File: src/ptp_tt_pkg.sv
package ptp_tt_pkg;
  // register byte offsets on the 12-bit slave address
  localparam logic [11:0] ADDEND_OFF   = 12'h718;
  localparam logic [11:0] TSEC_OFF     = 12'h71C;
  localparam logic [11:0] TNSEC_OFF    = 12'h720;
  localparam logic [11:0] STATUS_OFF   = 12'h728;
  localparam logic [11:0] CTRL_OFF     = 12'h740;
  localparam logic [11:0] IRQ_STAT_OFF = 12'h744;
  localparam logic [11:0] IRQ_MASK_OFF = 12'h748;

  // field positions
  localparam int ST_REACHED_BIT = 1;
  localparam int ST_ERROR_BIT   = 3;
  localparam int CTRL_FINE_BIT  = 0;
  localparam int CTRL_DIG_BIT   = 1;
  localparam int IRQ_ERR_BIT    = 3;
  localparam int IRQ_TS_BIT     = 9;

  // widths and reset values
  localparam int          NSEC_W     = 31;
  localparam logic [31:0] ZERO32     = 32'h0000_0000;
  localparam logic [30:0] ZERO31     = 31'h0000_0000;
  localparam logic [31:0] ADDEND_RST = 32'h0000_0000;
  localparam logic [31:0] TSEC_RST   = 32'h0000_0000;
  localparam logic [30:0] TNSEC_RST  = 31'h0000_0000;
  localparam logic [31:0] IRQ_USED   = 32'h0000_0208;
  // largest legal sub-second value with digital rollover
  localparam logic [30:0] NSEC_MAX   = 31'h3B9A_C9FF;

  // AXI responses
  localparam logic [1:0] RESP_OKAY   = 2'h0;
  localparam logic [1:0] RESP_SLVERR = 2'h2;
endpackage : ptp_tt_pkg

File: src/ptp_addend_target_time.sv
module ptp_addend_target_time (
  input  wire logic        clk_in,
  input  wire logic        rst_n_in,
  input  wire logic [11:0] s_axi_awaddr_in,
  input  wire logic        s_axi_awvalid_in,
  output logic             s_axi_awready_out,
  input  wire logic [31:0] s_axi_wdata_in,
  input  wire logic [3:0]  s_axi_wstrb_in,
  input  wire logic        s_axi_wvalid_in,
  output logic             s_axi_wready_out,
  output logic [1:0]       s_axi_bresp_out,
  output logic             s_axi_bvalid_out,
  input  wire logic        s_axi_bready_in,
  input  wire logic [11:0] s_axi_araddr_in,
  input  wire logic        s_axi_arvalid_in,
  output logic             s_axi_arready_out,
  output logic [31:0]      s_axi_rdata_out,
  output logic [1:0]       s_axi_rresp_out,
  output logic             s_axi_rvalid_out,
  input  wire logic        s_axi_rready_in,
  input  wire logic [31:0] sys_sec_in,
  input  wire logic [30:0] sys_nsec_in,
  output logic             time_advance_out,
  output logic             fine_update_select_out,
  output logic             digital_rollover_select_out,
  output logic             target_event_out,
  output logic             irq_out
);
  import ptp_tt_pkg::*;

  // byte-lane merge of a write into a stored word
  function automatic logic [31:0] merge_bytes(input logic [31:0] old_w,
                                              input logic [31:0] new_w,
                                              input logic [3:0]  strb);
    logic [31:0] res;
    res = old_w;
    for (int i = 0; i < 4; i++) begin
      if (strb[i]) begin
        res[i*8 +: 8] = new_w[i*8 +: 8];
      end
    end
    return res;
  endfunction : merge_bytes

  // true when the address hits a mapped register
  function automatic logic is_mapped(input logic [11:0] a);
    return (a == ADDEND_OFF) || (a == TSEC_OFF) || (a == TNSEC_OFF) ||
           (a == STATUS_OFF) || (a == CTRL_OFF) || (a == IRQ_STAT_OFF) ||
           (a == IRQ_MASK_OFF);
  endfunction : is_mapped

  logic        aw_have_r, aw_have_nxt, w_have_r, w_have_nxt;
  logic [11:0] awaddr_r, awaddr_nxt, araddr_q;
  logic [31:0] wdata_r, wdata_nxt;
  logic [3:0]  wstrb_r, wstrb_nxt;
  logic        bvalid_r, bvalid_nxt, rvalid_r, rvalid_nxt;
  logic [1:0]  bresp_r, bresp_nxt, rresp_r, rresp_nxt;
  logic [31:0] rdata_r, rdata_nxt;
  logic [31:0] addend_r, addend_nxt, tsec_r, tsec_nxt;
  logic [30:0] tnsec_r, tnsec_nxt;
  logic [1:0]  ctrl_r, ctrl_nxt;
  logic [31:0] irq_mask_r, irq_mask_nxt, irq_stat_r, irq_stat_nxt;
  logic        reached_r, reached_nxt, err_r, err_nxt;
  logic [31:0] acc_r, acc_nxt;
  logic        adv_r, adv_nxt;
  logic        armed_r, armed_nxt, check_r, check_nxt;
  logic        event_r, event_nxt;
  logic        wr_fire, rd_fire, rd_clr, hit, evt, err_evt, fine;
  logic [32:0] sum;
  logic [31:0] wr_word, rd_word;

  // bus handshakes: address and data are taken in either order
  assign wr_fire           = aw_have_r && w_have_r && !bvalid_r;
  assign rd_fire           = s_axi_arvalid_in && !rvalid_r;
  assign s_axi_awready_out = !aw_have_r;
  assign s_axi_wready_out  = !w_have_r;
  assign s_axi_arready_out = !rvalid_r;
  assign s_axi_bvalid_out  = bvalid_r;
  assign s_axi_bresp_out   = bresp_r;
  assign s_axi_rvalid_out  = rvalid_r;
  assign s_axi_rresp_out   = rresp_r;
  assign s_axi_rdata_out   = rdata_r;
  assign araddr_q          = s_axi_araddr_in;
  assign rd_clr            = rd_fire && (araddr_q == STATUS_OFF);
  assign fine              = ctrl_r[CTRL_FINE_BIT];
  assign fine_update_select_out      = ctrl_r[CTRL_FINE_BIT];
  // sub-second rollover mode for the external time counter comes from the control register
  assign digital_rollover_select_out = ctrl_r[CTRL_DIG_BIT];
  assign time_advance_out  = adv_r;
  assign target_event_out  = event_r;
  // level output, high while any unmasked sticky bit stands
  assign irq_out           = |(irq_stat_r & irq_mask_r);

  // read mux; the target ns top bit is reserved and reads zero
  always_comb begin
    rd_word = ZERO32;
    case (araddr_q)
      ADDEND_OFF:   rd_word = addend_r;
      TSEC_OFF:     rd_word = tsec_r;
      TNSEC_OFF:    rd_word = {1'b0, tnsec_r};
      STATUS_OFF: begin
        rd_word[ST_REACHED_BIT] = reached_r;
        rd_word[ST_ERROR_BIT]   = err_r;
      end
      CTRL_OFF:     rd_word = {30'h0000_0000, ctrl_r};
      IRQ_STAT_OFF: rd_word = irq_stat_r;
      IRQ_MASK_OFF: rd_word = irq_mask_r;
      default:      rd_word = ZERO32;
    endcase
  end

  // bus channel and register next state
  always_comb begin
    aw_have_nxt  = aw_have_r;
    awaddr_nxt   = awaddr_r;
    w_have_nxt   = w_have_r;
    wdata_nxt    = wdata_r;
    wstrb_nxt    = wstrb_r;
    bvalid_nxt   = bvalid_r;
    bresp_nxt    = bresp_r;
    rvalid_nxt   = rvalid_r;
    rresp_nxt    = rresp_r;
    rdata_nxt    = rdata_r;
    addend_nxt   = addend_r;
    tsec_nxt     = tsec_r;
    tnsec_nxt    = tnsec_r;
    ctrl_nxt     = ctrl_r;
    irq_mask_nxt = irq_mask_r;
    wr_word      = ZERO32;
    if (s_axi_awvalid_in && !aw_have_r) begin
      aw_have_nxt = 1'b1;
      awaddr_nxt  = s_axi_awaddr_in;
    end
    if (s_axi_wvalid_in && !w_have_r) begin
      w_have_nxt = 1'b1;
      wdata_nxt  = s_axi_wdata_in;
      wstrb_nxt  = s_axi_wstrb_in;
    end
    if (wr_fire) begin
      aw_have_nxt = 1'b0;
      w_have_nxt  = 1'b0;
      bvalid_nxt  = 1'b1;
      bresp_nxt   = is_mapped(awaddr_r) ? RESP_OKAY : RESP_SLVERR;
      case (awaddr_r)
        ADDEND_OFF: addend_nxt = merge_bytes(addend_r, wdata_r, wstrb_r);
        TSEC_OFF:   tsec_nxt   = merge_bytes(tsec_r, wdata_r, wstrb_r);
        TNSEC_OFF: begin
          wr_word   = merge_bytes({1'b0, tnsec_r}, wdata_r, wstrb_r);
          tnsec_nxt = wr_word[NSEC_W-1:0];
        end
        CTRL_OFF: begin
          wr_word  = merge_bytes({30'h0000_0000, ctrl_r}, wdata_r, wstrb_r);
          ctrl_nxt = wr_word[1:0];
        end
        IRQ_MASK_OFF: begin
          wr_word      = merge_bytes(irq_mask_r, wdata_r, wstrb_r);
          irq_mask_nxt = wr_word & IRQ_USED;
        end
        default: wr_word = ZERO32;
      endcase
    end
    if (bvalid_r && s_axi_bready_in) begin
      bvalid_nxt = 1'b0;
    end
    if (rd_fire) begin
      rvalid_nxt = 1'b1;
      rdata_nxt  = rd_word;
      rresp_nxt  = is_mapped(araddr_q) ? RESP_OKAY : RESP_SLVERR;
    end else if (rvalid_r && s_axi_rready_in) begin
      rvalid_nxt = 1'b0;
    end
  end

  // bus and software register state
  always_ff @(posedge clk_in or negedge rst_n_in) begin
    if (!rst_n_in) begin
      aw_have_r  <= 1'b0;
      awaddr_r   <= 12'h000;
      w_have_r   <= 1'b0;
      wdata_r    <= ZERO32;
      wstrb_r    <= 4'h0;
      bvalid_r   <= 1'b0;
      bresp_r    <= RESP_OKAY;
      rvalid_r   <= 1'b0;
      rresp_r    <= RESP_OKAY;
      rdata_r    <= ZERO32;
      addend_r   <= ADDEND_RST;
      tsec_r     <= TSEC_RST;
      tnsec_r    <= TNSEC_RST;
      ctrl_r     <= 2'h0;
      irq_mask_r <= ZERO32;
    end else begin
      aw_have_r  <= aw_have_nxt;
      awaddr_r   <= awaddr_nxt;
      w_have_r   <= w_have_nxt;
      wdata_r    <= wdata_nxt;
      wstrb_r    <= wstrb_nxt;
      bvalid_r   <= bvalid_nxt;
      bresp_r    <= bresp_nxt;
      rvalid_r   <= rvalid_nxt;
      rresp_r    <= rresp_nxt;
      rdata_r    <= rdata_nxt;
      addend_r   <= addend_nxt;
      tsec_r     <= tsec_nxt;
      tnsec_r    <= tnsec_nxt;
      ctrl_r     <= ctrl_nxt;
      irq_mask_r <= irq_mask_nxt;
    end
  end

  // addend accumulator; coarse mode steps time every cycle instead
  assign sum = {1'b0, acc_r} + {1'b0, addend_r};
  always_comb begin
    acc_nxt = acc_r;
    adv_nxt = 1'b1;                   // coarse: addend is ignored
    if (fine) begin
      acc_nxt = sum[31:0];            // wrapped remainder is kept
      adv_nxt = sum[32];              // step only on carry out
    end
  end

  always_ff @(posedge clk_in or negedge rst_n_in) begin
    if (!rst_n_in) begin
      acc_r <= ZERO32;
      adv_r <= 1'b0;
    end else begin
      acc_r <= acc_nxt;
      adv_r <= adv_nxt;
    end
  end

  // target compare runs every cycle; seconds rank above nanoseconds
  assign hit = (sys_sec_in > tsec_r) ||
               ((sys_sec_in == tsec_r) && (sys_nsec_in >= tnsec_r));

  // a target write disarms, then one cycle later either arms or flags
  // a late target; each half of the pair is checked and armed on its own, and a target already passed raises the error flag, not the event
  always_comb begin
    check_nxt = wr_fire && ((awaddr_r == TSEC_OFF) ||
                            (awaddr_r == TNSEC_OFF));
    armed_nxt = armed_r;
    evt       = 1'b0;
    err_evt   = 1'b0;
    if (check_r) begin
      armed_nxt = !hit;
      err_evt   = hit;
    end else if (armed_r && hit) begin
      armed_nxt = 1'b0;                            // once per crossing
      evt       = 1'b1;
    end
    if (check_nxt) begin
      armed_nxt = 1'b0;
    end
    event_nxt   = evt;
    // a set in the same cycle as the read-clear wins
    reached_nxt = evt || (reached_r && !rd_clr);
    err_nxt     = err_evt || (err_r && !rd_clr);
    irq_stat_nxt = irq_stat_r;
    if (wr_fire && (awaddr_r == IRQ_STAT_OFF)) begin
      irq_stat_nxt = irq_stat_r & ~(wdata_r & IRQ_USED);
    end
    irq_stat_nxt[IRQ_TS_BIT]  = irq_stat_nxt[IRQ_TS_BIT] | evt;
    irq_stat_nxt[IRQ_ERR_BIT] = irq_stat_nxt[IRQ_ERR_BIT] | err_evt;
  end

  always_ff @(posedge clk_in or negedge rst_n_in) begin
    if (!rst_n_in) begin
      check_r    <= 1'b0;
      armed_r    <= 1'b0;
      event_r    <= 1'b0;
      reached_r  <= 1'b0;
      err_r      <= 1'b0;
      irq_stat_r <= ZERO32;
    end else begin
      check_r    <= check_nxt;
      armed_r    <= armed_nxt;
      event_r    <= event_nxt;
      reached_r  <= reached_nxt;
      err_r      <= err_nxt;
      irq_stat_r <= irq_stat_nxt;
    end
  end
endmodule : ptp_addend_target_time

File: config.mk
export PLATFORM = sky130hd
export DESIGN_NAME = ptp_addend_target_time
export DESIGN_NICKNAME = d
export VERILOG_FILES = /design/src/ptp_tt_pkg.sv /design/src/ptp_addend_target_time.sv
export SDC_FILE = /design/constraint.sdc
export NUM_CORES = 1
export LEC_CHECK = 0
export ABC_AREA = 1
export BUFFER_PORTS_ARGS = -buffer_cell sky130_fd_sc_hd__buf_2
export CAP_MARGIN = 20
export CORE_MARGIN = 1
export CORE_UTILIZATION = 30
export CTS_BUF_LIST = sky130_fd_sc_hd__clkbuf_8
export DETAILED_ROUTE_END_ITERATION = 8
export PLACE_DENSITY_LB_ADDON = 0.25
export SLEW_MARGIN = 20
export SYNTH_ARGS = -nofsm -noshare
export SYNTH_HDL_FRONTEND = slang
export SYNTH_SLANG_ARGS = --single-unit
export TNS_END_PERCENT = 50
File: constraint.sdc
create_clock -name clk_in -period 4 [get_ports clk_in]
set_clock_uncertainty 0.1 [all_clocks]
set_input_delay 0.8 -clock clk_in [delete_from_list [all_inputs] [get_ports clk_in]]
set_output_delay 0.8 -clock clk_in [all_outputs]
set_load 0.005 [all_outputs]
Yosys cells after proc, flatten, opt, wreduce, memory -nomap -nowiden. Cells that the tools add are included.

Word-level logic and storage cells: 137. Flip-flop bits (word level): 257. Bits of input ports: 130. Output and inout port bits: 46.

Bitwise operators: 5. Muxes and demuxes: 23. Add/subtract/negate cells: 1. Magnitude comparators: 2. Reductions and logical operators: 57. Equality and inequality tests: 15.

Operators by type and width (number): 12-bit by 11-bit equality test with 1-bit output (second input constant) (14); 28-bit case mux with 5 select lines (1); 3-bit AND reduction (15); 32-bit by 32-bit adder with 33-bit output (1); 32-bit by 10-bit AND with 32-bit output (1); 32-bit AND (1); 32-bit equality test (1); 32-bit > comparator (1); 10-bit inverter with 32-bit output (1); 32-bit OR reduction (1); 31-bit >= comparator (1); 1-bit logical OR (16); 1-bit 2-to-1 mux (15); 1-bit logical AND (14); 1-bit case mux with 6 select lines (2); 10-bit 2-to-1 mux (1); 2-bit nonzero test (4); 1-bit zero test (6); 1-bit case mux with 5 select lines (1); 2-bit 2-to-1 mux (2); 1-bit case mux with 4 select lines (1); 3-bit nonzero test (1); 1-bit bitwise OR (2).

Logic depth before layout (Yosys ltp).
Word-level depth: 8. Gate-level depth with buffers: 14. Depth with buffers taken out: 14.

Worst setup path after synthesis. OpenSTA, ideal clock, no wires.

Path type: register to register. Start point: register addend_r[0]. End point: register acc_r[14]. Clock period less this slack: 2107 ps. Path buffers: 0. Setup slack: 1893 ps. Required time: 3782 ps. Cell stages (with the launch flop): 12. Arrival time: 1889 ps. Setup time: 118 ps. Path through: dfrtp_1 > ha_1 > fa_1 > nand2_1 > o21ai_1 > nand2_1 > nand2_1 > nand2_1 > nand2_1 > or2_2 > nand3_1 > nand2_1.

Longest elaborated chain between the ends: 1.

Ends and longest elaborated chain: from (decl) (RTL line ptp_addend_target_time.sv:59) `logic [31:0] addend_r, addend_nxt, tsec_r, tsec_nxt;`; from (signal assigned) (RTL line ptp_addend_target_time.sv:203) `addend_r <= addend_nxt;`; 32-bit by 32-bit adder with 33-bit output (RTL line ptp_addend_target_time.sv:212) `assign sum = {1'b0, acc_r} + {1'b0, addend_r};`; to (signal assigned) (RTL line ptp_addend_target_time.sv:227) `acc_r <= acc_nxt;`; to (decl) (RTL line ptp_addend_target_time.sv:64) `logic [31:0] acc_r, acc_nxt;`.

Every way passes these cells. A chain may end at the register's enable or synchronous reset.

Worst setup path after layout.
Start point: register addend_r[0]. End point: register acc_r[28].

Same word-level chain as after synthesis.

==> reports/qor.txt <==
CTS tree - built
leading area contributor after synthesis - dfrtp_1
Die W - 213 µm
crit path max-delay cell type - o21ai_1
register area - 5630 µm²
Post-CTS Setup Bufs - 0
multi-input logic area - 6640 µm²
post-route ant nets - 0
Mapped Area - 13,300 µm²
Worst Path Class, Setup - reg2reg
DIE AREA - 45,300 µm²
hold buffers post-CTS - 0
# nets final - 2,147
number of library cell types mapped by synthesis - 48
total wire length - 42.3 mm
floorplan row count - 76
Min-Delay Path Class - in2async
drt initial violations - 736
Commonest cells post-synth - nand2_1 (534), dfrtp_1 (225), inv_1 (222)
global-route wire length before repair - 66.4 mm
WP data arrival - 2.91 ns
Gate Count Post-Synth - 1,732
final setup TNS - 0 ns
synth top area cells - dfrtp_1 (42%), nand2_1 (15%), ha_1 (8.9%), inv_1 (6.3%), nor2_1 (3.8%)
grt total ovfl - 0
total track usage - 0.192
Async S/R FF share, synth - 1.00
IO Count - 176
Static Leak - 8.13 nW
Post-synth top flop - dfrtp_1
ratio of cells with drive above 1 in the final layout - 0.167
Critical Path, Cell by Cell - ha_1 -> fa_1 -> nand2_1 -> o21ai_1 -> nand3_1 -> nand3_1 -> nand2_1 -> nand2_1 -> nand2_1 -> nand3_1 -> nand2_1
CP endpoint kind - flip-flop
initial core utilization - 0.307
power per cell area - 383 nW/µm²
RSZ-0062 raised after global routing - no
routed via count - 11,900
cell with the most instances after synthesis - nand2_1
insertion delay to the later sink of the worst-skew pair - 0.56 ns
Worst EP required - 4.34 ns
outcome - finished, final reports clean
wire per inst - 16.7 µm
Placement Cell Area - 14,800 µm²
GPL Wtd Cong - 0.920
Fillers - 4,645
Slew Limit Headroom - 0.474
worst-margin pin slew - 0.789 ns
final-report setup violation count - 0
chip height - 213 µm
largest net degree at the start of global routing - 94
Top cell by count, worst path - nand2_1
peak supply drop - 0.254 mV
# resized after CTS - 0
CTS clock-pin slew for the worst setup and hold paths - 0.06 ns
Critical Path Fanout Max - 5
Area Growth Syn to Fin - 17.5%
Pre-Repair DR Iteration Count - 5
design area - 15,700 µm²
hpwl dp - 32.5 mm
vias in the first global route - 11,700
Tcrit/Tclk final - 0.641
Post-synth EDFFs - 0
clock tree sinks - 225
initial antenna violation count - 1
Max-Cap Viols - 0
final hold vios - 0
CP peak stage delay - 0.42 ns
Port Buffers - 173
CTS Buf Count - 43
Max Clk Rate - 390 MHz
Yosys reg bits - 225
Final Max Slew Viols - 0
Yosys Warn Count - 0
post-synth top area share - 0.422
register area share after synthesis - 0.422
htree depth - 2
root buf cell - clkbuf_8
total power - 6.00 mW
Mapped Avg Cell Area - 7.70 µm²
drt drc - 0
fin crit period - 2.56 ns
vias per inst - 4.71
clock buffer depth - 3
core box area - 43,500 µm²
startpoint types - flip-flop
## final cells by class
class                           instances  area share
Tap cell                              585      0.0467
Multi-Input combinational cell       1236       0.424
Antenna cell                            1    0.000160
Timing Repair Buffer                  186      0.0630
Sequential cell                       225       0.360
Clock buffer                           54      0.0475
Clock inverter                         17     0.00432
Inverter                              229      0.0549
## power by group
group,total (mW),switching [mW],internal [mW]
Sequential,2.66,0.119,2.55
Combinational,1.14,0.807,0.332
Clock,2.19,0.996,1.20
## per-layer routing
layer | track usage | share of wire | vias up
li1 | - | - | 6007
met1 | 0.260 | 0.47 | 5506
met2 | 0.304 | 0.44 | 342
met3 | 0.0397 | 0.063 | 72
met4 | 0.0660 | 0.030 | 0
met5 | 0 | 0 | -
## sequential cells by signal (all words and copies together), names as in the netlist, 2 cells and up
register         flops
acc_r               32
addend_r            32
s_axi_rdata_out     32
tsec_r              32
wdata_r             32
tnsec_r             31
awaddr_r            12
wstrb_r              4
ctrl_r               2
irq_mask_r           2
irq_stat_r           2
## worst paths after layout
kind	startpoint	endpoint	slack, ns	depth (start not counted)
worst max-delay path	addend_r[0]	acc_r[28]	1.44	11
worst min-delay path	rst_n_in	addend_r[14]	0.13	1
worst max register to register	addend_r[0]	acc_r[28]	1.44	11
worst min register to register	s_axi_rdata_out[21]	s_axi_rdata_out[21]	0.37	2
max in group asynchronous	rst_n_in	tnsec_r[29]	2.79	2
min in group clk_in	s_axi_rready_in	s_axi_rvalid_out	0.34	2
## placed cells by master (no fill, tap or decap), types with 50 or more instances in the layout
cell,instances
a21oi_1,94
nand3_1,70
dfrtp_1,224
buf_2,172
nor2_1,133
ha_1,95
inv_1,236
o21ai_0,50
o21ai_1,61
nand2_1,533
clkbuf_8,54
## worst max-delay path: cells and delay by family (launching register included)
family / cells / cell delay (ns)
AO/OA/AOI/OAI: 1 / 0.42
adder cells (fa/ha/maj): 2 / 0.56
flip-flops: 1 / 0.40
AND/OR/NAND/NOR: 8 / 0.99
## per-stage QoR
stage          cells  hold WS [ns]   util  setup WS, ns
6_report        2533         0.132  0.360          1.44
5_1_grt         2533         0.163  0.360          1.25
4_1_cts         2532         0.148  0.360          1.12
3_5_place_dp    2461         0.361  0.342          1.07
3_3_place_gp    2461         0.359  0.341          1.13
2_1_floorplan   1733         0.346      -          1.89
## logic make-up after synthesis
| kind of cell | Yosys count | synth area share |
|---|---|---|
| other | 1 | 0.000281 |
| buffers and inverters | 272 | 0.0808 |
| and+or+nand+nor | 839 | 0.267 |
| muxes | 8 | 0.00676 |
| DFF | 225 | 0.422 |
| adders and majority gates | 96 | 0.0907 |
| xor gates and xnor gates | 11 | 0.00723 |
| AOI/OAI and AO/OA | 280 | 0.125 |
(Power assumes the default switching activity.)
